[src/rtcs_defines.vh]
/*
 * shared constants of the two-wire slave with counter hold.
 * assumes inclusion by bare name; of the design files of this block only the slave includes it.
 */
`ifndef RTCS_DEFINES_VH
`define RTCS_DEFINES_VH

// ****************************************************************
// bus address and framing
// ****************************************************************
`define RTCS_DEV_ADDR     7'h32
`define RTCS_ADDR_BITS    4
`define RTCS_TOP_ADDR     4'hf
`define RTCS_NIBBLE_BITS  4

// ****************************************************************
// timing and fifo size
// ****************************************************************
`define RTCS_CLK_HZ       20000000
`define RTCS_TICK_PULSES  2'h2
`define RTCS_FIFO_DEPTH   16
`define RTCS_FIFO_WIDTH   8

`endif

[src/rtcs_fifo.v]
/*
 * small synchronous fifo with valid and ready on both sides.
 * assumes one clock and an asynchronous active low reset.
 */
`timescale 1ns/1ps
module rtcs_fifo #(
  parameter WIDTH = 8,
  parameter DEPTH = 16,
  parameter AW    = 4
) (
  input  wire             clk,
  input  wire             resetn,
  input  wire             in_valid,
  output wire             in_ready,
  input  wire [WIDTH-1:0] in_data,
  output reg              out_valid,
  input  wire             out_ready,
  output reg  [WIDTH-1:0] out_data
);
  // ****************************************************************
  // storage and pointers
  // ****************************************************************
  reg [WIDTH-1:0] mem [0:DEPTH-1];  // word storage
  reg [AW:0]      wr_ptr;           // write pointer, one wrap bit
  reg [AW:0]      rd_ptr;           // read pointer, one wrap bit
  wire            empty;
  wire            full;
  wire            pop;

  assign empty    = (wr_ptr == rd_ptr);
  assign full     = (wr_ptr[AW] != rd_ptr[AW]) && (wr_ptr[AW-1:0] == rd_ptr[AW-1:0]);
  assign in_ready = ~full;
  // refill the output register whenever it is free or being taken
  assign pop      = ~empty && (~out_valid || out_ready);

  // write side, memory has no reset
  always @(posedge clk) begin
    if (in_valid && ~full) begin
      mem[wr_ptr[AW-1:0]] <= in_data;
    end
  end

  // pointers and registered read data
  always @(posedge clk or negedge resetn) begin
    if (!resetn) begin
      wr_ptr    <= {(AW+1){1'b0}};
      rd_ptr    <= {(AW+1){1'b0}};
      out_valid <= 1'b0;
      out_data  <= {WIDTH{1'b0}};
    end else begin
      if (in_valid && ~full) begin
        wr_ptr <= wr_ptr + 1'b1;
      end
      if (pop) begin
        out_data  <= mem[rd_ptr[AW-1:0]];
        out_valid <= 1'b1;
        rd_ptr    <= rd_ptr + 1'b1;
      end else if (out_ready) begin
        out_valid <= 1'b0;
      end
    end
  end
endmodule

[src/rtcs_slave.v]
/*
 * two-wire slave front end with counter freeze and nibble writes.
 * assumes scl and sda arrive asynchronously, tick_2hz is a clk-domain
 * pulse from the timebase, and rd_data answers rd_addr one cycle later.
 */
`timescale 1ns/1ps
`include "rtcs_defines.vh"
module rtcs_slave (
  input  wire       clk,
  input  wire       resetn,
  input  wire       scl_in,
  input  wire       sda_in,
  output reg        sda_out,
  output reg        sda_oe,
  input  wire       osc_running,
  input  wire       tick_2hz,
  input  wire       tick_1hz,
  output reg        counter_hold,
  output reg        apply_pending,
  output reg        apply_strobe,
  output reg        wr_valid,
  input  wire       wr_ready,
  output reg  [3:0] wr_addr,
  output reg  [3:0] wr_nibble,
  output reg        wr_high,
  output reg  [3:0] rd_addr,
  input  wire [7:0] rd_data,
  output reg        busy
);
  // ****************************************************************
  // states, one-hot
  // ****************************************************************
  localparam [5:0] ST_IDLE = 6'h01;  // waiting for start
  localparam [5:0] ST_ADR  = 6'h02;  // shifting address byte
  localparam [5:0] ST_AACK = 6'h04;  // address acknowledge slot
  localparam [5:0] ST_RX   = 6'h08;  // receiving byte
  localparam [5:0] ST_TX   = 6'h10;  // sending byte
  localparam [5:0] ST_MACK = 6'h20;  // master acknowledge slot

  // ****************************************************************
  // line sampling and condition detect
  // ****************************************************************
  wire [1:0] lines;      // {scl, sda} synchronised
  reg        scl_d;      // previous scl
  reg        sda_d;      // previous sda
  wire       scl_rise;
  wire       scl_fall;
  wire       start_det;
  wire       stop_det;

  rtcs_sync #(.W(2), .RST(2'h3)) u_sync (
    .clk    (clk),
    .resetn (resetn),
    .d      ({scl_in, sda_in}),
    .q      (lines)
  );

  // edge history of the synchronised lines
  always @(posedge clk or negedge resetn) begin
    if (!resetn) begin
      scl_d <= 1'b1;
      sda_d <= 1'b1;
    end else begin
      scl_d <= lines[1];
      sda_d <= lines[0];
    end
  end

  assign scl_rise  = lines[1] & ~scl_d;
  assign scl_fall  = ~lines[1] & scl_d;
  // data change while clock high is a condition, not data
  assign start_det = lines[1] & scl_d & sda_d & ~lines[0];
  assign stop_det  = lines[1] & scl_d & ~sda_d & lines[0];

  // ****************************************************************
  // protocol state
  // ****************************************************************
  reg [5:0] state;
  reg [2:0] bitcnt;     // bits shifted in the current byte
  reg [7:0] shreg;      // shift register, msb first
  reg       is_read;    // direction of the current transaction
  reg       first_rx;   // next received byte is the pointer
  reg [3:0] ptr;        // register pointer
  reg       ack_drive;  // pulling the acknowledge low
  reg       nack;       // master withheld acknowledge
  reg [1:0] ticks;      // timebase pulses since last start
  reg       ack_ok;     // address matched, oscillator running
  reg       fifo_in_v;  // nibble offered to the fifo
  reg [8:0] fifo_in_d;  // {high half, pointer, nibble}
  wire      fifo_in_rdy;
  wire      fifo_out_v;
  wire [8:0] fifo_out_d;
  wire      timeout;
  reg       got8;       // eighth bit taken, acknowledge slot is next
  wire      drop;       // stop or watchdog ends the frame

  // pointer-free read starts at top address, so reset ptr there
  assign timeout = (ticks == `RTCS_TICK_PULSES);
  // one name for every place that must abandon the frame, so the
  // machine, the data line and the hold all agree on the same cycle,
  // save a start on that cycle, which sets the hold while the machine goes idle,
  // and none of them can lag the others by a clock
  assign drop    = stop_det | timeout;

  // address match, also gated by a running oscillator
  always @* begin
    ack_ok = (shreg[7:1] == `RTCS_DEV_ADDR) && osc_running;
  end

  // nibble buffer between the bus and the register file
  rtcs_fifo #(.WIDTH(9), .DEPTH(`RTCS_FIFO_DEPTH), .AW(4)) u_fifo (
    .clk       (clk),
    .resetn    (resetn),
    .in_valid  (fifo_in_v),
    .in_ready  (fifo_in_rdy),
    .in_data   (fifo_in_d),
    .out_valid (fifo_out_v),
    .out_ready (wr_ready),
    .out_data  (fifo_out_d)
  );

  // main protocol machine
  always @(posedge clk or negedge resetn) begin
    if (!resetn) begin
      state     <= ST_IDLE;
      bitcnt    <= 3'h0;
      shreg     <= 8'h00;
      is_read   <= 1'b0;
      first_rx  <= 1'b0;
      ptr       <= `RTCS_TOP_ADDR;
      ack_drive <= 1'b0;
      nack      <= 1'b0;
      got8      <= 1'b0;
      fifo_in_v <= 1'b0;
      fifo_in_d <= 9'h000;
    end else begin
      fifo_in_v <= 1'b0;
      if (drop) begin
        // stop or watchdog drops everything and lets go of sda
        state     <= ST_IDLE;
        ack_drive <= 1'b0;
        bitcnt    <= 3'h0;
        got8      <= 1'b0;
      end else if (start_det) begin
        // repeated start lands here as well; a half byte left over
        // from the cut frame must never open an acknowledge slot
        state     <= ST_ADR;
        bitcnt    <= 3'h0;
        ack_drive <= 1'b0;
        got8      <= 1'b0;
      end else begin
        case (state)
          ST_ADR: begin
            if (scl_rise) begin
              shreg  <= {shreg[6:0], lines[0]};
              bitcnt <= bitcnt + 3'h1;
              got8   <= (bitcnt == 3'h7);
            end
            // eighth falling edge opens the acknowledge slot. the clock
            // fall that closes the start condition also meets a zero bit
            // count, so the bit count alone cannot tell the two apart
            if (scl_fall && got8) begin
              got8 <= 1'b0;
              if (ack_ok) begin
                ack_drive <= 1'b1;
                is_read   <= shreg[0];
                first_rx  <= ~shreg[0];
                state     <= ST_AACK;
              end else begin
                state <= ST_IDLE;  // other address, stay quiet
              end
            end
          end
          ST_AACK, ST_MACK: begin
            if (scl_fall) begin
              // ninth falling edge ends the slot
              ack_drive <= 1'b0;
              bitcnt    <= 3'h0;
              if (is_read && !(state == ST_MACK && nack)) begin
                shreg <= rd_data;
                ptr   <= ptr + 4'h1;
                state <= ST_TX;
              end else if (is_read) begin
                state <= ST_IDLE;
              end else begin
                state <= ST_RX;
              end
            end
            if (state == ST_MACK && scl_rise) begin
              nack <= lines[0];
            end
          end
          ST_RX: begin
            if (scl_rise) begin
              shreg  <= {shreg[6:0], lines[0]};
              bitcnt <= bitcnt + 3'h1;
              // commit a nibble after bit four and bit eight
              if (!first_rx && bitcnt[1:0] == 2'h3 && fifo_in_rdy) begin
                fifo_in_v <= 1'b1;
                fifo_in_d <= {~bitcnt[2], ptr, shreg[2:0], lines[0]};
              end
            end
            if (scl_fall && bitcnt == 3'h0) begin
              ack_drive <= 1'b1;
              state     <= ST_AACK;
              if (first_rx) begin
                ptr      <= shreg[3:0];
                first_rx <= 1'b0;
              end else begin
                ptr <= ptr + 4'h1;
              end
            end
          end
          ST_TX: begin
            // shift out on falling edges, clock low window
            if (scl_fall) begin
              bitcnt <= bitcnt + 3'h1;
              shreg  <= {shreg[6:0], 1'b1};
              if (bitcnt == 3'h7) begin
                state <= ST_MACK;
                nack  <= 1'b0;
              end
            end
          end
          default: begin
            state <= ST_IDLE;
          end
        endcase
      end
    end
  end

  // read pointer follows ptr; the top address wraps naturally
  always @(posedge clk or negedge resetn) begin
    if (!resetn) begin
      rd_addr <= `RTCS_TOP_ADDR;
    end else begin
      rd_addr <= ptr;
    end
  end

  // ****************************************************************
  // open-drain data line
  // ****************************************************************
  // only ever drives low; high means release
  always @(posedge clk or negedge resetn) begin
    if (!resetn) begin
      sda_out <= 1'b0;
      sda_oe  <= 1'b0;
    end else begin
      sda_out <= 1'b0;
      // the watchdog lets go at once, even with the clock high, since a
      // host that stalled mid-frame may never clock the bit out
      if (drop) begin
        sda_oe <= 1'b0;
      end else if (ack_drive) begin
        sda_oe <= 1'b1;
      end else if (state == ST_TX) begin
        sda_oe <= ~shreg[7];
      end else begin
        sda_oe <= 1'b0;
      end
    end
  end

  // ****************************************************************
  // counter hold and watchdog
  // ****************************************************************
  // watchdog counts timebase pulses while held; start re-arms it.
  // the apply request is a level so a late tick is not lost; only one
  // missed second can be owed, more would need a wider count.
  always @(posedge clk or negedge resetn) begin
    if (!resetn) begin
      counter_hold  <= 1'b0;
      ticks         <= 2'h0;
      apply_pending <= 1'b0;
      apply_strobe  <= 1'b0;
      busy          <= 1'b0;
    end else begin
      apply_strobe <= 1'b0;
      busy         <= (state != ST_IDLE);
      // ticks count only while held; any start clears them again, so
      // a host that keeps restarting keeps the counters frozen, which
      // is the price of never updating time under an open frame
      if (start_det) begin
        counter_hold <= 1'b1;
        ticks        <= 2'h0;
      end else if (drop) begin
        counter_hold <= 1'b0;
        ticks        <= 2'h0;
        apply_strobe <= apply_pending | (tick_1hz & counter_hold);
      end else if (counter_hold && tick_2hz) begin
        ticks <= ticks + 2'h1;
      end
      // kept out of the chain above: a second that lands on a restart
      // must still be owed, so only a real end of frame clears it
      if (drop && !start_det) begin
        apply_pending <= 1'b0;
      end else if (counter_hold && tick_1hz) begin
        apply_pending <= 1'b1;
      end
    end
  end

  // ****************************************************************
  // register write port, fed from the fifo
  // ****************************************************************
  always @(posedge clk or negedge resetn) begin
    if (!resetn) begin
      wr_valid  <= 1'b0;
      wr_addr   <= 4'h0;
      wr_nibble <= 4'h0;
      wr_high   <= 1'b0;
    end else begin
      wr_valid  <= fifo_out_v & wr_ready;
      wr_high   <= fifo_out_d[8];
      wr_addr   <= fifo_out_d[7:4];
      wr_nibble <= fifo_out_d[3:0];
    end
  end
endmodule

[src/rtcs_sync.v]
/*
 * two flip-flop synchroniser for a group of level inputs.
 * assumes the inputs come from outside the clk domain.
 */
`timescale 1ns/1ps
module rtcs_sync #(
  parameter W = 2,
  parameter RST = 2'h3
) (
  input  wire         clk,
  input  wire         resetn,
  input  wire [W-1:0] d,
  output reg  [W-1:0] q
);
  // ****************************************************************
  // synchroniser chain
  // ****************************************************************
  reg [W-1:0] meta;  // first stage, read only by q

  // idle bus lines are high, so reset to released level
  always @(posedge clk or negedge resetn) begin
    if (!resetn) begin
      meta <= RST;
      q    <= RST;
    end else begin
      meta <= d;
      q    <= meta;
    end
  end
endmodule
[config.mk]
export PLATFORM = sky130hd
export DESIGN_NAME = rtcs_slave
export DESIGN_NICKNAME = d
export VERILOG_FILES = /design/src/rtcs_fifo.v /design/src/rtcs_slave.v /design/src/rtcs_sync.v
export VERILOG_INCLUDE_DIRS = /design/src
export SDC_FILE = /design/constraint.sdc
export NUM_CORES = 1
export LEC_CHECK = 0
export ABC_CLOCK_PERIOD_IN_PS = 4800
export BUFFER_PORTS_ARGS = -buffer_cell sky130_fd_sc_hd__buf_2
export CAP_MARGIN = 20
export CORE_ASPECT_RATIO = 0.6
export CORE_UTILIZATION = 66
export DETAILED_ROUTE_END_ITERATION = 16
export PLACE_DENSITY = 0.94
export SLEW_MARGIN = 20
export SYNTH_ARGS = -nofsm -noshare
export SYNTH_HDL_FRONTEND = slang
export SYNTH_HIERARCHICAL = 1
export SYNTH_SLANG_ARGS = --single-unit
[constraint.sdc]
create_clock -name clk -period 4.8 [get_ports clk]
set_input_delay 0.24 -clock clk [delete_from_list [all_inputs] [get_ports clk]]
set_output_delay 0.24 -clock clk [all_outputs]
set_load 0.005 [all_outputs]
==> Yosys cells after proc, flatten, opt, wreduce, memory -nomap -nowiden <==
Memories as Yosys holds them, arrays and structs flattened. A register that Yosys moved wholly into a read port is not among the register bits.
Index checks and enable logic that the tools add are counted.
{ "classes": {"addsub": 5, "eq_ne": 29, "n_mux": 68, "bitwise": 23, "n_reduce_logical": 44} }
{ "op_table": {"columns": ["operator", "n"], "rows": [
  ["6-bit two-way mux", 7],
  ["1-bit two-way mux", 35],
  ["8-bit two-way mux", 4],
  ["4-bit != test (second input constant)", 6],
  ["6-bit one-hot mux with 4 select lines", 1],
  ["8-bit one-hot mux with 3 select lines", 1],
  ["4-bit two-way mux", 5],
  ["5-bit AND reduction", 4],
  ["3-bit two-way mux", 6],
  ["6-bit AND reduction", 3],
  ["2-bit != test (second input constant)", 8],
  ["1-bit logical AND", 14],
  ["1-bit NOT", 12],
  ["2-bit nonzero test", 6],
  ["5-bit by 1-bit adder with 5-bit output (second input constant)", 2],
  ["5-bit nonzero test", 2],
  ["1-bit AND", 9],
  ["3-bit one-hot mux with 3 select lines", 1],
  ["3-bit nonzero test", 3],
  ["4-bit one-hot mux with 2 select lines", 1],
  ["7-bit by 6-bit == test with 1-bit output (second input constant)", 1],
  ["7-bit AND reduction", 1],
  ["6-bit by 2-bit == test with 1-bit output (second input constant)", 1],
  ["6-bit by 3-bit == test with 1-bit output (second input constant)", 1],
  ["26 further kinds", 35]
]} }
{ "totals": {"register_bits": 74, "mem_bits_rw": 144, "inputBits": 16, "wordCells": 199, "mem_count": 1} }
{ "memory_table": {"columns": ["name", "depth", "word_bits", "rd", "rd_clocked_by_memory_dff", "write_ports", "line_no", "text"], "rows": [
  ["u_fifo.mem", 16, 9, 1, 1, 1, "rtcs_fifo.v:23", "reg [WIDTH-1:0] mem [0:DEPTH-1];"]
]} }

==> Logic depth before layout (Yosys ltp) <==
Gate-level depths: netlist (run 1).
{ "depth": {"ltp_word": 9, "depth_mapped": 10, "depth_no_buf": 7} }

==> Cells and area by module <==
Netlist (run 1), hierarchy kept.
{ "modules_own_cells": {"columns": ["mod", "instances", "cells_each", "area_each_um2"], "rows": [
  ["rtcs_fifo", 1, 345, 6708.9],
  ["rtcs_slave", 1, 257, 2856.5],
  ["rtcs_sync", 1, 4, 105.1]
]} }

==> Least setup slack after synthesis (run 1) <==
Ideal clock, no wire load.
{ "synth_path": {"kind": "flip-flop to flip-flop", "start": "register u_fifo.rd_ptr[1]", "end": "register fifo_in_d[2]", "setup_time_ps": 125, "arrival_ps": 2209, "t_required_ps": 4675, "path_slack_ps": 2466, "stages_incl_launch_ff": 10, "period_less_slack_ps": 2334, "cell_sequence": "dfrtp_1 -> buf_6 -> buf_6 -> xnor2_1 -> nand4_1 -> nand2b_1 -> and4b_1 -> nand3_1 -> clkbuf_1 -> mux2_2"} }
{ "synth_between": {"elab_chain_len": 5} }
{ "synth_rtl": {"columns": ["element", "line_no", "text"], "rows": [
  ["from (decl)", "rtcs_fifo.v:25", "reg [AW:0] rd_ptr;"],
  ["from (signal assigned)", "rtcs_fifo.v:47", "rd_ptr <= {(AW+1){1'b0}};"],
  ["from (signal assigned)", "rtcs_fifo.v:57", "rd_ptr <= rd_ptr + 1'b1;"],
  ["4-bit == test", "rtcs_fifo.v:31", "assign full = (wr_ptr[AW] != rd_ptr[AW]) && (wr_ptr[AW-1:0] == rd_ptr[AW-1:0]);"],
  ["1-bit logical AND", "rtcs_fifo.v:31", null],
  ["1-bit NOT", "rtcs_fifo.v:32", "assign in_ready = ~full;"],
  ["net fifo_in_rdy", "rtcs_slave.v:90", "wire fifo_in_rdy;"],
  ["1-bit logical AND", "rtcs_slave.v:198", "if (!first_rx && bitcnt[1:0] == 2'h3 && fifo_in_rdy) begin"],
  ["5-bit AND reduction (no line)", null, null],
  ["to (signal assigned)", "rtcs_slave.v:200", "fifo_in_d <= {~bitcnt[2], ptr, shreg[2:0], lines[0]};"],
  ["to (decl)", "rtcs_slave.v:89", "reg [8:0] fifo_in_d;"]
]} }
The timed path passes the listed nets, and every way through them passes these cells.
A chain may end at the register's enable or synchronous reset.

==> Final worst setup path (run 1) <==
{ "layout_path": {"start": "register u_fifo.rd_ptr[3]", "end": "memory u_fifo.mem[7][4], enable pin"} }
{ "layout_between": {"elab_chain_len": 6} }
{ "layout_rtl": {"columns": ["element", "line_no", "text"], "rows": [
  ["4-bit == test", "rtcs_fifo.v:31", null],
  ["1-bit logical AND", "rtcs_fifo.v:31", null],
  ["1-bit NOT", "rtcs_fifo.v:38", "if (in_valid && ~full) begin"],
  ["1-bit logical AND", "rtcs_fifo.v:38", null],
  ["1-bit two-way mux", "rtcs_fifo.v:38", null],
  ["1-bit two-way mux (not written as such)", "rtcs_fifo.v:39", "mem[wr_ptr[AW-1:0]] <= in_data;"],
  ["to (decl)", "rtcs_fifo.v:23", null]
]} }
No other way between the ends.

==> results of run 1 <==
-- through the flow --
stage / instance area [sq um] / util (%)
floorplan: 9671 / -
global placement: 9874 / 70.75
detailed placement: 9874 / 70.75
CTS: 10540 / 75.50
global route: 10540 / 75.54
finish: 10540 / 75.54
-- area by class of cell --
cell class / count / area, sq um / area share (%)
timing repair buffer: 41 / 232.7 / 2.207
tap: 192 / 240.2 / 2.279
clock inverter: 4 / 45.04 / 0.4272
inverter: 8 / 30.03 / 0.2848
multi-input combinational: 339 / 2985 / 28.32
sequential: 227 / 6422 / 60.92
clock buffer: 32 / 586.8 / 5.566
-- critical path: stages, from the launching register on --
cell                       delay (ps)
sky130_fd_sc_hd__dfrtp_1          890
sky130_fd_sc_hd__xnor2_1          180
sky130_fd_sc_hd__nand4_1          350
sky130_fd_sc_hd__o211ai_1         280
sky130_fd_sc_hd__nor2b_1          860
-- synthesized netlist by cell type (3+ instances only) --
master                        n
sky130_fd_sc_hd__a21oi_1      8
sky130_fd_sc_hd__a221oi_1    10
sky130_fd_sc_hd__a22o_1       9
sky130_fd_sc_hd__a22oi_1     12
sky130_fd_sc_hd__and2_1       6
sky130_fd_sc_hd__and3_1      17
sky130_fd_sc_hd__buf_2        7
sky130_fd_sc_hd__buf_4        3
sky130_fd_sc_hd__buf_6        9
sky130_fd_sc_hd__clkbuf_1     9
sky130_fd_sc_hd__dfrtp_1     68
sky130_fd_sc_hd__dfstp_2     15
sky130_fd_sc_hd__edfxtp_1   144
sky130_fd_sc_hd__ha_1        10
sky130_fd_sc_hd__inv_1        8
sky130_fd_sc_hd__mux2_2      30
sky130_fd_sc_hd__mux2_4      12
sky130_fd_sc_hd__mux2i_1     40
sky130_fd_sc_hd__mux4_1      11
sky130_fd_sc_hd__mux4_2       7
sky130_fd_sc_hd__nand2_1     24
sky130_fd_sc_hd__nand2b_1     5
sky130_fd_sc_hd__nand3_1     13
sky130_fd_sc_hd__nand3b_1     3
sky130_fd_sc_hd__nand4_1      4
sky130_fd_sc_hd__nor2_1      21
sky130_fd_sc_hd__nor2b_1     11
sky130_fd_sc_hd__nor3_1       5
sky130_fd_sc_hd__nor4_1       4
sky130_fd_sc_hd__o2111ai_1    3
sky130_fd_sc_hd__o211ai_1     6
sky130_fd_sc_hd__o21a_1       4
sky130_fd_sc_hd__o21ai_0     13
sky130_fd_sc_hd__o31ai_1      4
sky130_fd_sc_hd__xnor2_1     15
sky130_fd_sc_hd__xor2_1       4
-- flip-flops by register name (all words and copies together) (netlist names), 2 cells and up --
register         count
fifo_in_d            9
bitcnt               3
rd_addr              4
ptr                  4
shreg                8
wr_nibble            4
u_sync/q             2
u_fifo/mem         144
wr_addr              4
u_fifo/wr_ptr        5
ticks                2
state                6
u_sync/meta          2
u_fifo/rd_ptr        5
u_fifo/out_data      9
-- path summary, 6_finish.rpt --
check,startpoint,to,slack (ps)
hold reg to reg,u_sync/meta[1],u_sync/q[1],360
hold / removal,tick_1hz,apply_pending,20
setup reg to reg,u_fifo/rd_ptr[3],u_fifo/mem[7][4],1850
min in group asynchronous,resetn,u_fifo/out_data[5],240
setup / recovery,u_fifo/rd_ptr[3],u_fifo/mem[7][4],1850
max in group asynchronous,resetn,u_fifo/rd_ptr[2],3450
-- placed cells by master (no fill, tap or decap), drive strengths merged, types with 2 or more instances in the layout --
cell,count
dfrtp,68
buf,38
mux2,42
xor2,4
and3,17
nand2b,5
clkinv,3
nand4,4
mux2i,40
edfxtp,144
o21ai,13
a22o,9
dfstp,15
clkbuf,32
nor4,4
nand3,13
nor3,5
a22oi,12
o31ai,4
a221oi,10
o211ai,6
ha,10
inv,8
nand2,24
a31oi,2
o22a,2
nor2b,11
dlygate4sd3,3
nor2,21
o2111ai,3
nand3b,3
o21bai,2
xnor2,15
and2,6
a21oi,8
mux4,18
o21a,5
or3,3
-- kinds of logic (layout without fill, tap and decap cells) --
family / count (synthesis) / after routing / share of synthesized area [%]
other: 1 / 1 / 0.03878
buffers and inverters: 40 / 85 / 2.795
AO/OA/AOI/OAI: 86 / 86 / 6.689
flip-flops: 227 / 227 / 66.39
XOR/XNOR: 19 / 19 / 1.721
multiplexers: 100 / 100 / 14.12
AND/OR/NAND/NOR: 123 / 123 / 6.961
adder cells (fa/ha/maj): 10 / 10 / 1.294
-- power by group through the flow --
stage / clock (W) / combinational [W] / sequential, W
floorplan: 0 / 0.0000863 / 0.00214
global placement: 0 / 0.000139 / 0.00215
detailed placement: 0 / 0.000148 / 0.00215
CTS: 0.00158 / 0.000153 / 0.00211
global route: 0.00166 / 0.000170 / 0.00212
finish: 0.00157 / 0.000155 / 0.00212
-- layer usage --
metal / GRT usage, % / share of wire [%]
met1: 45.01 / 41
met2: 45.36 / 45
met3: 8.014 / 12
met4: 7.292 / 1.8
met5: 0 / 0
==> flow_results.org, run 1 <==
** Status
- Outcome :: complete, no violations

** Cells and area
- Number of non-filler instances in the completed layout :: around 840
- At the end of the flow, the number of nets in the layout was between 600 and 700.
- The repair_antennas step left the layout with diodes totalling 0.
- Share of cells above drive strength 1 :: between 20% and 30%
- Area Growth Syn to Fin :: 9.018%
- Fillcell total :: 786

** Floorplanning
- Once the floorplan was initialized, standard cells occupied 69.29% of the core.
- IO Count :: 36
- Core Area :: 0.01396 sq mm
- The die covers around 0.015 sq mm.
- Height of the chip :: around 96 microns
- Row cnt :: 33
- The floorplan step set the die width to approximately 160 microns.

** Place
- Once placement completed, the tool counted placed cells totaling 804.
- The count of buffers added on input and output ports is 34.
- Routability-driven placement congestion ratio :: a little under 0.9
- Setup WS pre-CTS :: about 1400 ps
- Detailed placement ended at an HPWL of 13.50 mm.

** Global routing
- Wire length of the first global-routing pass :: 32.70 mm
- Number of global-route vias before repair :: 5641
- Entering global routing, the biggest net connects a little under 60 pins.
- Global-route usage over all layers :: between 30% and 40%
- After global routing the overflow that remains totals 0.
- Antenna violations before repair :: 0

** Pwr
- Switching share of power :: a little over a fifth
- Dividing total power by cell area gives a power density of about 360 mW/mm^2.
- Portion of total power attributed to combinational logic :: about 4%
- Per report_power, the sequential group accounts for a little under three fifths of the total.
- Largest vdd supply drop :: about 220 uV
- NetSw :: approximately 0.0008 W
- In this run the static leakage power is ~3.6 nW.
- The clock network accounts for approximately two fifths of the total power.
- The completed layout was analyzed and its total power is 0.003840 W.
- Cell internal power was estimated by the tool at just over 0.003 W.

** CTS
- The longest clock path from root to sink contains 3 buffers.
- Number of buffers inserted by post-CTS setup repair :: 0
- The cell sitting at the root of the clock tree is a sky130_fd_sc_hd__clkbuf_16.
- CTS built an H-tree with a depth of 1.
- CTS Sinks :: about 230
- In this run, CTS created clock tree buffers numbering 20.
- The later pin in the worst-skew pair is clocked with a latency of 490 ps.
- Clock-pin transition on the worst setup and hold timing paths :: 70 ps
- CTS tree :: done
- Hold repair after CTS inserted 3 buffers.
- Resized cells post-CTS :: 0

** Routing
- DRC violation count after routing :: 0
- Antenna Nets Post-Route :: 0
- In the final routed layout, each cell accounts on average for 25.92 microns.
- Detailed router's first-iteration violation count :: approximately 570
- The first TritonRoute pass finished after 7 iterations.
- The detailed router placed between 5000 and 6000 vias in this run.
- After detailed routing, the number of vias per cell comes to a little under 7.
- For this block, the routed nets add up to between 20 and 25 mm of wire.

** STA
- Hold_ws :: 21.48 ps
- Setup repair after global routing left no endpoint under its margin.
- The worst path in the final design needs a cycle of 2947 ps, including I/O delays and setup.
- Achievable clock frequency :: 0.3394 GHz
- The worst path uses roughly three fifths of the clock period.
- Tightest Pin Transition :: 1018 ps
- Slew Limit Headroom :: between 30% and 40%
- Final number of max-transition violations :: 0
- Post-route worst setup slack :: 1853 ps
- Setup skew after layout :: roughly 11 ps
- Total negative slack for setup checks :: 0 ps
- Final hold viol count :: 0
- Setup violations, final :: 0

** Logic synthesis
- Summed over all instances, the cell type with the most area after synthesis is sky130_fd_sc_hd__edfxtp_1.
- Number of enable-type register cells in the synthesized netlist :: approximately 140
- Synth Area per Inst :: roughly 16 sq um
- Counting every instance in the synthesized netlist gives around 600.
- The share of synthesized area in the top cell type comes to between 40% and 50%.
- Netlist area before placement :: around 0.0097 sq mm
- Counting every net in the synthesized netlist gives around 630.
- Yosys printed 6 warnings.
- Post-synthesis sequential element count :: approximately 230
- Unique masters post-synth :: 63
- Largest cells by area after synthesis :: sky130_fd_sc_hd__edfxtp_1, sky130_fd_sc_hd__dfrtp_1, sky130_fd_sc_hd__mux2i_1, sky130_fd_sc_hd__dfstp_2, sky130_fd_sc_hd__mux2_2
- Sequential cells were found to cover about two thirds of the synthesized design area.
- Ys async rst share :: roughly 37%
- Flip-flop cell with the highest count after synthesis :: sky130_fd_sc_hd__edfxtp_1

** Critical path
- Number of cells traversed by the worst register-to-register path :: 4
- Type of origin of the critical path :: flop
- Category of the most critical setup path :: reg -> reg
- Data arrives at the worst endpoint at a little over 3000 ps.
- Type of destination of the critical path :: flop
- Worst-path fanout max :: 21
- Required time of the worst setup path :: roughly 4900 ps

** Hold path
- Worst min-delay path class :: in -> reg
- The worst hold path was traced through 3 stages.

** Flow run
- Across the run, the number of max-cap violations was 0.
(Power assumes the default switching activity.)
==> inputs of run 2 (changes only) <==
--- a/config.mk
+++ b/config.mk
@@ -6,13 +6,13 @@
 export SDC_FILE = /design/constraint.sdc
 export NUM_CORES = 1
 export LEC_CHECK = 0
-export ABC_CLOCK_PERIOD_IN_PS = 4800
+export ABC_CLOCK_PERIOD_IN_PS = 2880
 export BUFFER_PORTS_ARGS = -buffer_cell sky130_fd_sc_hd__buf_2
 export CAP_MARGIN = 20
 export CORE_ASPECT_RATIO = 0.6
-export CORE_UTILIZATION = 66
+export CORE_UTILIZATION = 61
 export DETAILED_ROUTE_END_ITERATION = 16
-export PLACE_DENSITY = 0.94
+export PLACE_DENSITY = 0.89
 export SLEW_MARGIN = 20
 export SYNTH_ARGS = -nofsm -noshare
 export SYNTH_HDL_FRONTEND = slang
==> constraint.sdc (replaced) <==
create_clock -name clk -period 2.88 [get_ports clk]
set_input_delay 0.144 -clock clk [delete_from_list [all_inputs] [get_ports clk]]
set_output_delay 0.144 -clock clk [all_outputs]
set_load 0.005 [all_outputs]
==> flow_results.org, run 2 (synthesis results as in run 1) <==
** Global routing
- Wire length of the first global-routing pass :: roughly 31 mm
- Antenna violations before repair :: 1
- Entering global routing, the biggest net connects 84 pins.
- The via count of the first global-routing pass came to about 5300.
- After global routing the overflow that remains totals 0.
- Global-route usage over all layers :: a little over a quarter

** CTS
- Number of buffers inserted by post-CTS setup repair :: 0
- CTS tree :: done
- No sink is reached through more buffers than the 3 on the longest clock path.
- Clock tree root buffer cell :: sky130_fd_sc_hd__clkbuf_16
- Resized cells post-CTS :: 0
- Hold buffer count at CTS :: 6
- Inserted Clock Buffers :: 20
- In this run the number of H-tree levels came out at 1.
- After clock tree synthesis, the clock-pin slew on the worst setup and hold paths is ~70 ps.
- The clock reaches the later pin of the worst-skew pair after roughly 500 ps.
- CTS Sinks :: between 200 and 250

** Place
- After detailed placement, the total cell area comes to 0.009953 sq mm.
- Routability-driven placement congestion ratio :: 0.9373
- DP Wirelength :: roughly 14 mm
- Input and output buffers added on the ports amount to 34.
- Placed cells :: approximately 800

** Critical path
- Critical path cell sequence :: or3_4, o41ai_2, o32a_2, a31o_1, mux2_4
- Number of cells traversed by the worst register-to-register path :: 5
- Worst-path fanout max :: 8
- Type of origin of the critical path :: flop
- At the worst endpoint, the required time is about 3300 ps.
- STA classifies the critical path endpoint as a flop.
- For the worst setup path, the data arrival time is between 2000 and 3000 ps.
- The critical path is of the reg -> reg type.
- On the worst path, the slowest cell contributes a delay of around 480 ps.
- The slowest stage of the critical path is the sky130_fd_sc_hd__a31o_1 cell.

** Cells and area
- Max reg flops :: 144
- Share of cells above drive strength 1 :: a little under a quarter
- The number of antenna diodes in the final layout is 0.
- Number of non-filler instances in the completed layout :: 864
- Leaving out fill and tap cells, the most frequent cells in the layout are sky130_fd_sc_hd__edfxtp_1, sky130_fd_sc_hd__dfrtp_1, sky130_fd_sc_hd__mux2i_1.
- Area Growth Syn to Fin :: 10.29%
- Register area :: 0.006421 sq mm
- Post-layout net count :: 673
- Post-route standard cell area excluding fillers :: between 0.01 and 0.015 sq mm
- Commonest non-fill, non-tap cell in the layout :: sky130_fd_sc_hd__edfxtp_1
- Fillcell total :: slightly below 1000
- Multi-input gate area in the final layout :: a little under 0.003 sq mm

** STA
- Setup violations, final :: 0
- Setup skew after layout :: 15.40 ps
- The count of final hold-check violations came to 0.
- At the pin with the least slew margin, the transition time is 975.8 ps.
- For the finished layout, the period the worst path requires is between 2000 and 3000 ps.
- Headroom to the max-slew limit came out at 34.81%.
- Setup repair after global routing missed its margin :: false
- Total negative slack for setup checks :: 0 ps
- The max-slew violation total from the final report came to 0.
- Achievable clock frequency :: between 0.3 and 0.4 GHz
- In the finished design, the share of the clock period the worst path needs comes to between 80% and 90%.

** Pwr
- Sum of internal, switching and leakage power :: about 0.0064 W
- For this design the static power due to leakage is ~3.7 nW.
- Cell Pwr Density :: about 600 mW/mm^2
- VDD sags by at most around 340 uV.

** Floorplanning
- The region available for standard cell placement spans between 0.015 and 0.02 sq mm.
- Row generation in the floorplan step produced 35 rows.
- Initial Util :: a little over three fifths
- IO Count :: 36
- Die Span X :: approximately 160 microns
- Height of the chip :: about 100 microns
- The die covers ~0.016 sq mm.

** Routing
- The final layout contains routed wiring with a total length of between 20 and 25 mm.
- Wire length per cell :: ~24 microns
- Vias per inst :: between 6 and 7
- The detailed router finished its first iteration with about 500 violations.
- In the routed design, unresolved DRC markers number 0.
- The detail route stage leaves a number of antenna-violating nets equal to 0.
- Total iterations of the first detailed-routing run :: 5
- Summing over every cut layer, the via total after detailed routing is approximately 5500.

** Status
- The flow ran to the end, and the final reports show no timing, DRC or antenna violations.

** Flow run
- Max-capacitance violation count :: 0

** Hold path
- Along the worst hold path, the cell count comes to 3.
- Worst min-delay path class :: in -> reg
[run 2: worst max-delay path: cells and delay by family (launching register included)]
| family | cells | cell delay (ps) |
|---|---|---|
| flops | 1 | 470 |
| mux | 1 | 340 |
| compound gates | 3 | 1110 |
| simple gates | 1 | 450 |
[run 2: path summary, 6_finish.rpt]
path | start | endpoint | slack [ps]
hold reg to reg | u_sync/meta[1] | u_sync/q[1] | 360
setup reg to reg | state[1] | shreg[3] | 370
hold / removal | rd_data[0] | shreg[0] | 2
setup / recovery | state[1] | shreg[3] | 370
min in group asynchronous | resetn | counter_hold | 260
max in group asynchronous | resetn | u_fifo/rd_ptr[2] | 2050
[run 2: per-layer routing]
metal / global-route usage [%] / part of all wire (%) / vias up
met5: 0 / 0 / -
met4: 4.517 / 1.4 / 0
met3: 5.630 / 11 / 27
met2: 37.62 / 43 / 278
met1: 42.61 / 45 / 2804
li1: - / - / 2413
[run 2: cell type report]
type                    count  area share, %
multi-input cells         339          27.94
repair buffers             51          3.109
clock inverters             9         0.6570
inverters                   8         0.2816
flip-flops and latches    227          60.21
clock buffers              27          5.420
well taps                 203          2.382
[run 2: through the flow]
step	hold WS (ps)	utilization (%)	worst slack, ps
2_1_floorplan	-151.6	-	546.1
3_3_place_gp	249.5	64.57	495.6
3_5_place_dp	250.8	64.57	437.9
4_1_cts	2.617	69.16	390.4
5_1_grt	13.26	69.19	273.8
6_report	2.466	69.19	371.5
[run 2: report_power, final]
part	switching [W]	total (W)	internal [W]
Sequential	0.0000338	0.00351	0.00348
Combinational	0.000163	0.000264	0.000101
Clock	0.00113	0.00263	0.00150
Total	0.00132	0.00641	0.00508
==> inputs of run 3 (changes only) <==
--- a/config.mk
+++ b/config.mk
@@ -6,13 +6,14 @@
 export SDC_FILE = /design/constraint.sdc
 export NUM_CORES = 1
 export LEC_CHECK = 0
-export ABC_CLOCK_PERIOD_IN_PS = 2880
+export ABC_CLOCK_PERIOD_IN_PS = 2900
 export BUFFER_PORTS_ARGS = -buffer_cell sky130_fd_sc_hd__buf_2
 export CAP_MARGIN = 20
 export CORE_ASPECT_RATIO = 0.6
-export CORE_UTILIZATION = 61
+export CORE_UTILIZATION = 66
 export DETAILED_ROUTE_END_ITERATION = 16
-export PLACE_DENSITY = 0.89
+export HOLD_SLACK_MARGIN = 0.02
+export PLACE_DENSITY = 0.94
 export SLEW_MARGIN = 20
 export SYNTH_ARGS = -nofsm -noshare
 export SYNTH_HDL_FRONTEND = slang
==> constraint.sdc (replaced) <==
create_clock -name clk -period 2.9 [get_ports clk]
set_input_delay 0.145 -clock clk [delete_from_list [all_inputs] [get_ports clk]]
set_output_delay 0.145 -clock clk [all_outputs]
set_load 0.005 [all_outputs]
==> flow_results.org, run 3 (synthesis results as in run 1) <==
** Hold path
- Worst min-delay path class :: in -> reg

** Pwr
- Dividing total power by cell area gives a power density of between 600 and 700 mW/mm^2.
- Combinational cells account for 4.2% of the total power.
- Of the total power, registers draw a little over half.
- The internal power of the cells totals 0.005140 W.
- Across the VDD grid, the largest voltage drop is 419.7 uV.
- The clock network burns a little over two fifths of the power.
- Leakage dissipation :: approximately 3.7 nW
- NetSw :: 0.001375 W
- Net switching is between 20% and 30% of the power.

** Critical path
- Data arrival, critical path :: between 2000 and 3000 ps
- Slack of the worst reg-to-reg path :: around 440 ps
- Required time of the worst setup path :: roughly 3300 ps
- STA classifies the critical path startpoint as a flop.
- The worst setup path is of the reg -> reg kind.
- Worst-path fanout max :: 36
- STA classifies the critical path endpoint as a flop.

** Cells and area
- Total inserted antenna cells :: 0
- Fillcell total :: approximately 800
- Number of non-filler instances in the completed layout :: 860
- Multi-input gate area in the final layout :: roughly 0.003 sq mm
- Max reg flops :: 144
- Leaving out fill and tap cells, the most frequent cell in the layout is sky130_fd_sc_hd__edfxtp_1.
- Cells with a size suffix above 1 make up between 20% and 30% of the layout.
- Area Growth Syn to Fin :: 11.22%
- The net count of the finished layout is between 600 and 700.
- Register area :: approximately 0.0064 sq mm
- The library cells used most frequently in the layout, excluding fill and tap cells, are sky130_fd_sc_hd__edfxtp_1, sky130_fd_sc_hd__dfrtp_1, sky130_fd_sc_hd__mux2i_1.

** Routing
- Vias per inst :: ~6.6
- Before antenna repair, the detailed router went through 5 iterations.
- The detail route stage leaves a number of antenna-violating nets equal to 0.
- Detailed-route wire length :: around 22 mm
- The first routing iteration left about 570 violations.
- After detailed routing, the average wire length per cell comes to ~25 microns.
- DRC violation count after routing :: 0
- For this block, the via count after detailed routing is roughly 5700.

** Floorplanning
- IO Count :: 36
- Height of the chip :: 95.76 microns
- Die Outline Area :: 0.01516 sq mm
- Initial Util :: slightly below 70%
- Core Area :: 0.01396 sq mm
- Row cnt :: 33
- Die Span X :: approximately 160 microns

** Place
- Number of buffers added on ports :: 34
- Setup WS pre-CTS :: a little under 500 ps
- Once placement completed, the tool counted placed cells totaling 814.
- Routability-driven placement congestion ratio :: a little under 0.9
- Detailed placement ended at an HPWL of approximately 14 mm.

** STA
- For the pin with the worst max-slew slack, the measured transition is a little over 900 ps.
- Setup repair after global routing left no endpoint under its margin.
- Counting I/O delays and the setup requirement, the final critical path takes ~2500 ps.
- Setup violations remaining at the end of the flow were counted as 0.
- Achievable clock frequency :: around 0.4 GHz
- Final number of max-transition violations :: 0
- Of the available clock period, the critical path in the final layout requires a little over four fifths.
- Hold_ws :: roughly 25 ps
- Final hold viol count :: 0
- Slew Limit Headroom :: between 30% and 40%
- On the final layout, the worst clock skew is around 11 ps.
- In the post-route analysis, the smallest setup slack over all paths is ~440 ps.
- Setup total negative slack on the finished layout was measured at 0 ps.

** CTS
- Number of levels the H-tree was split into :: 1
- The tree is rooted in a sky130_fd_sc_hd__clkbuf_16.
- Buffers from clock root to sink, at most :: 3
- Counting every sink on the clock net gives 227.
- Inserted Clock Buffers :: 20
- Number of buffers inserted by post-CTS setup repair :: 0
- Clock latency on the worst-skew pair :: around 500 ps
- Resized cells post-CTS :: 0
- CTS tree :: done
- After clock tree synthesis, the clock-pin slew on the worst setup and hold paths is 70 ps.

** Global routing
- After global routing the overflow that remains totals 0.
- Entering global routing, the biggest net connects 84 pins.
- Antenna violations before repair :: 1
- Global-route usage over all layers :: a little under a third
- Wire length of the first global-routing pass :: approximately 33 mm
- Number of global-route vias before repair :: about 5500

** Status
- Outcome :: complete, no violations

** Flow run
- The tool flagged a number of max-cap violations equal to 0.
==> run 3: changes by cell type in the layout (fill, tap and decap cells not counted), sizes merged <==
cell	delta
clkbuf	-1
dlygate4sd3	+5
buf	+3
inv	+1
clkinvlp	+3
clkinv	-4
==> run 3: path summary, 6_finish.rpt <==
kind,start,to,cells after the start
setup / recovery,u_fifo/rd_ptr[2],u_fifo/out_data[5],6
hold / removal,rd_data[4],shreg[4],3
setup reg to reg,u_fifo/rd_ptr[2],u_fifo/out_data[5],6
hold reg to reg,u_sync/meta[1],u_sync/q[1],0
max in group asynchronous,resetn,u_fifo/rd_ptr[2],2
min in group asynchronous,resetn,u_fifo/out_data[2],2
==> run 3: cell type report <==
| cell class | instances | area share, % |
|---|---|---|
| Clock buffer | 26 | 5.642 |
| Clock inverter | 9 | 0.7911 |
| Inverter | 8 | 0.2792 |
| Multi-Input combinational cell | 339 | 27.71 |
| Sequential cell | 227 | 59.70 |
| Tap cell | 192 | 2.234 |
| Timing Repair Buffer | 59 | 3.641 |
==> run 3: routing by layer <==
| layer | share of wire [%] | track usage (%) | routed length [microns] |
|---|---|---|---|
| met1 | 43 | 46.40 | 9430 |
| met4 | 1.6 | 7.292 | 348 |
| met3 | 12 | 10.13 | 2619 |
| met2 | 43 | 44.41 | 9520 |
| met5 | 0.041 | 0 | 9 |
==> run 3: what timing repair did <==
item                                    4_1_cts  5_1_grt
hold endpoints to repair                     79        0
endpoints found under the setup margin        0        0
hold buffers                                 11        0
==> run 3: power by group through the flow <==
stage          Clock [W]  Combinational [W]  Sequential (W)
2_1_floorplan          0           0.000143         0.00355
3_3_place_gp           0           0.000245         0.00355
3_5_place_dp           0           0.000252         0.00355
4_1_cts          0.00278           0.000265         0.00349
5_1_grt          0.00289           0.000293         0.00349
6_report         0.00275           0.000273         0.00349
==> run 3: stage by stage <==
stage	utilization, %	power, W	cell area (sq um)
finish	77.07	0.006515	10760
global route	77.07	0.006677	10760
CTS	77.04	0.006527	10750
detailed placement	71.29	0.003805	9950
global placement	71.29	0.003796	9950
floorplan	-	0.003689	9671
==> run 3: critical path, cell delays in order, from the launching register on <==
cell and delay (ps):
sky130_fd_sc_hd__dfrtp_2 370, sky130_fd_sc_hd__buf_4 460, sky130_fd_sc_hd__buf_4 460, sky130_fd_sc_hd__mux2i_1 310
sky130_fd_sc_hd__a221oi_1 170, sky130_fd_sc_hd__a22o_1 280, sky130_fd_sc_hd__mux2_4 250
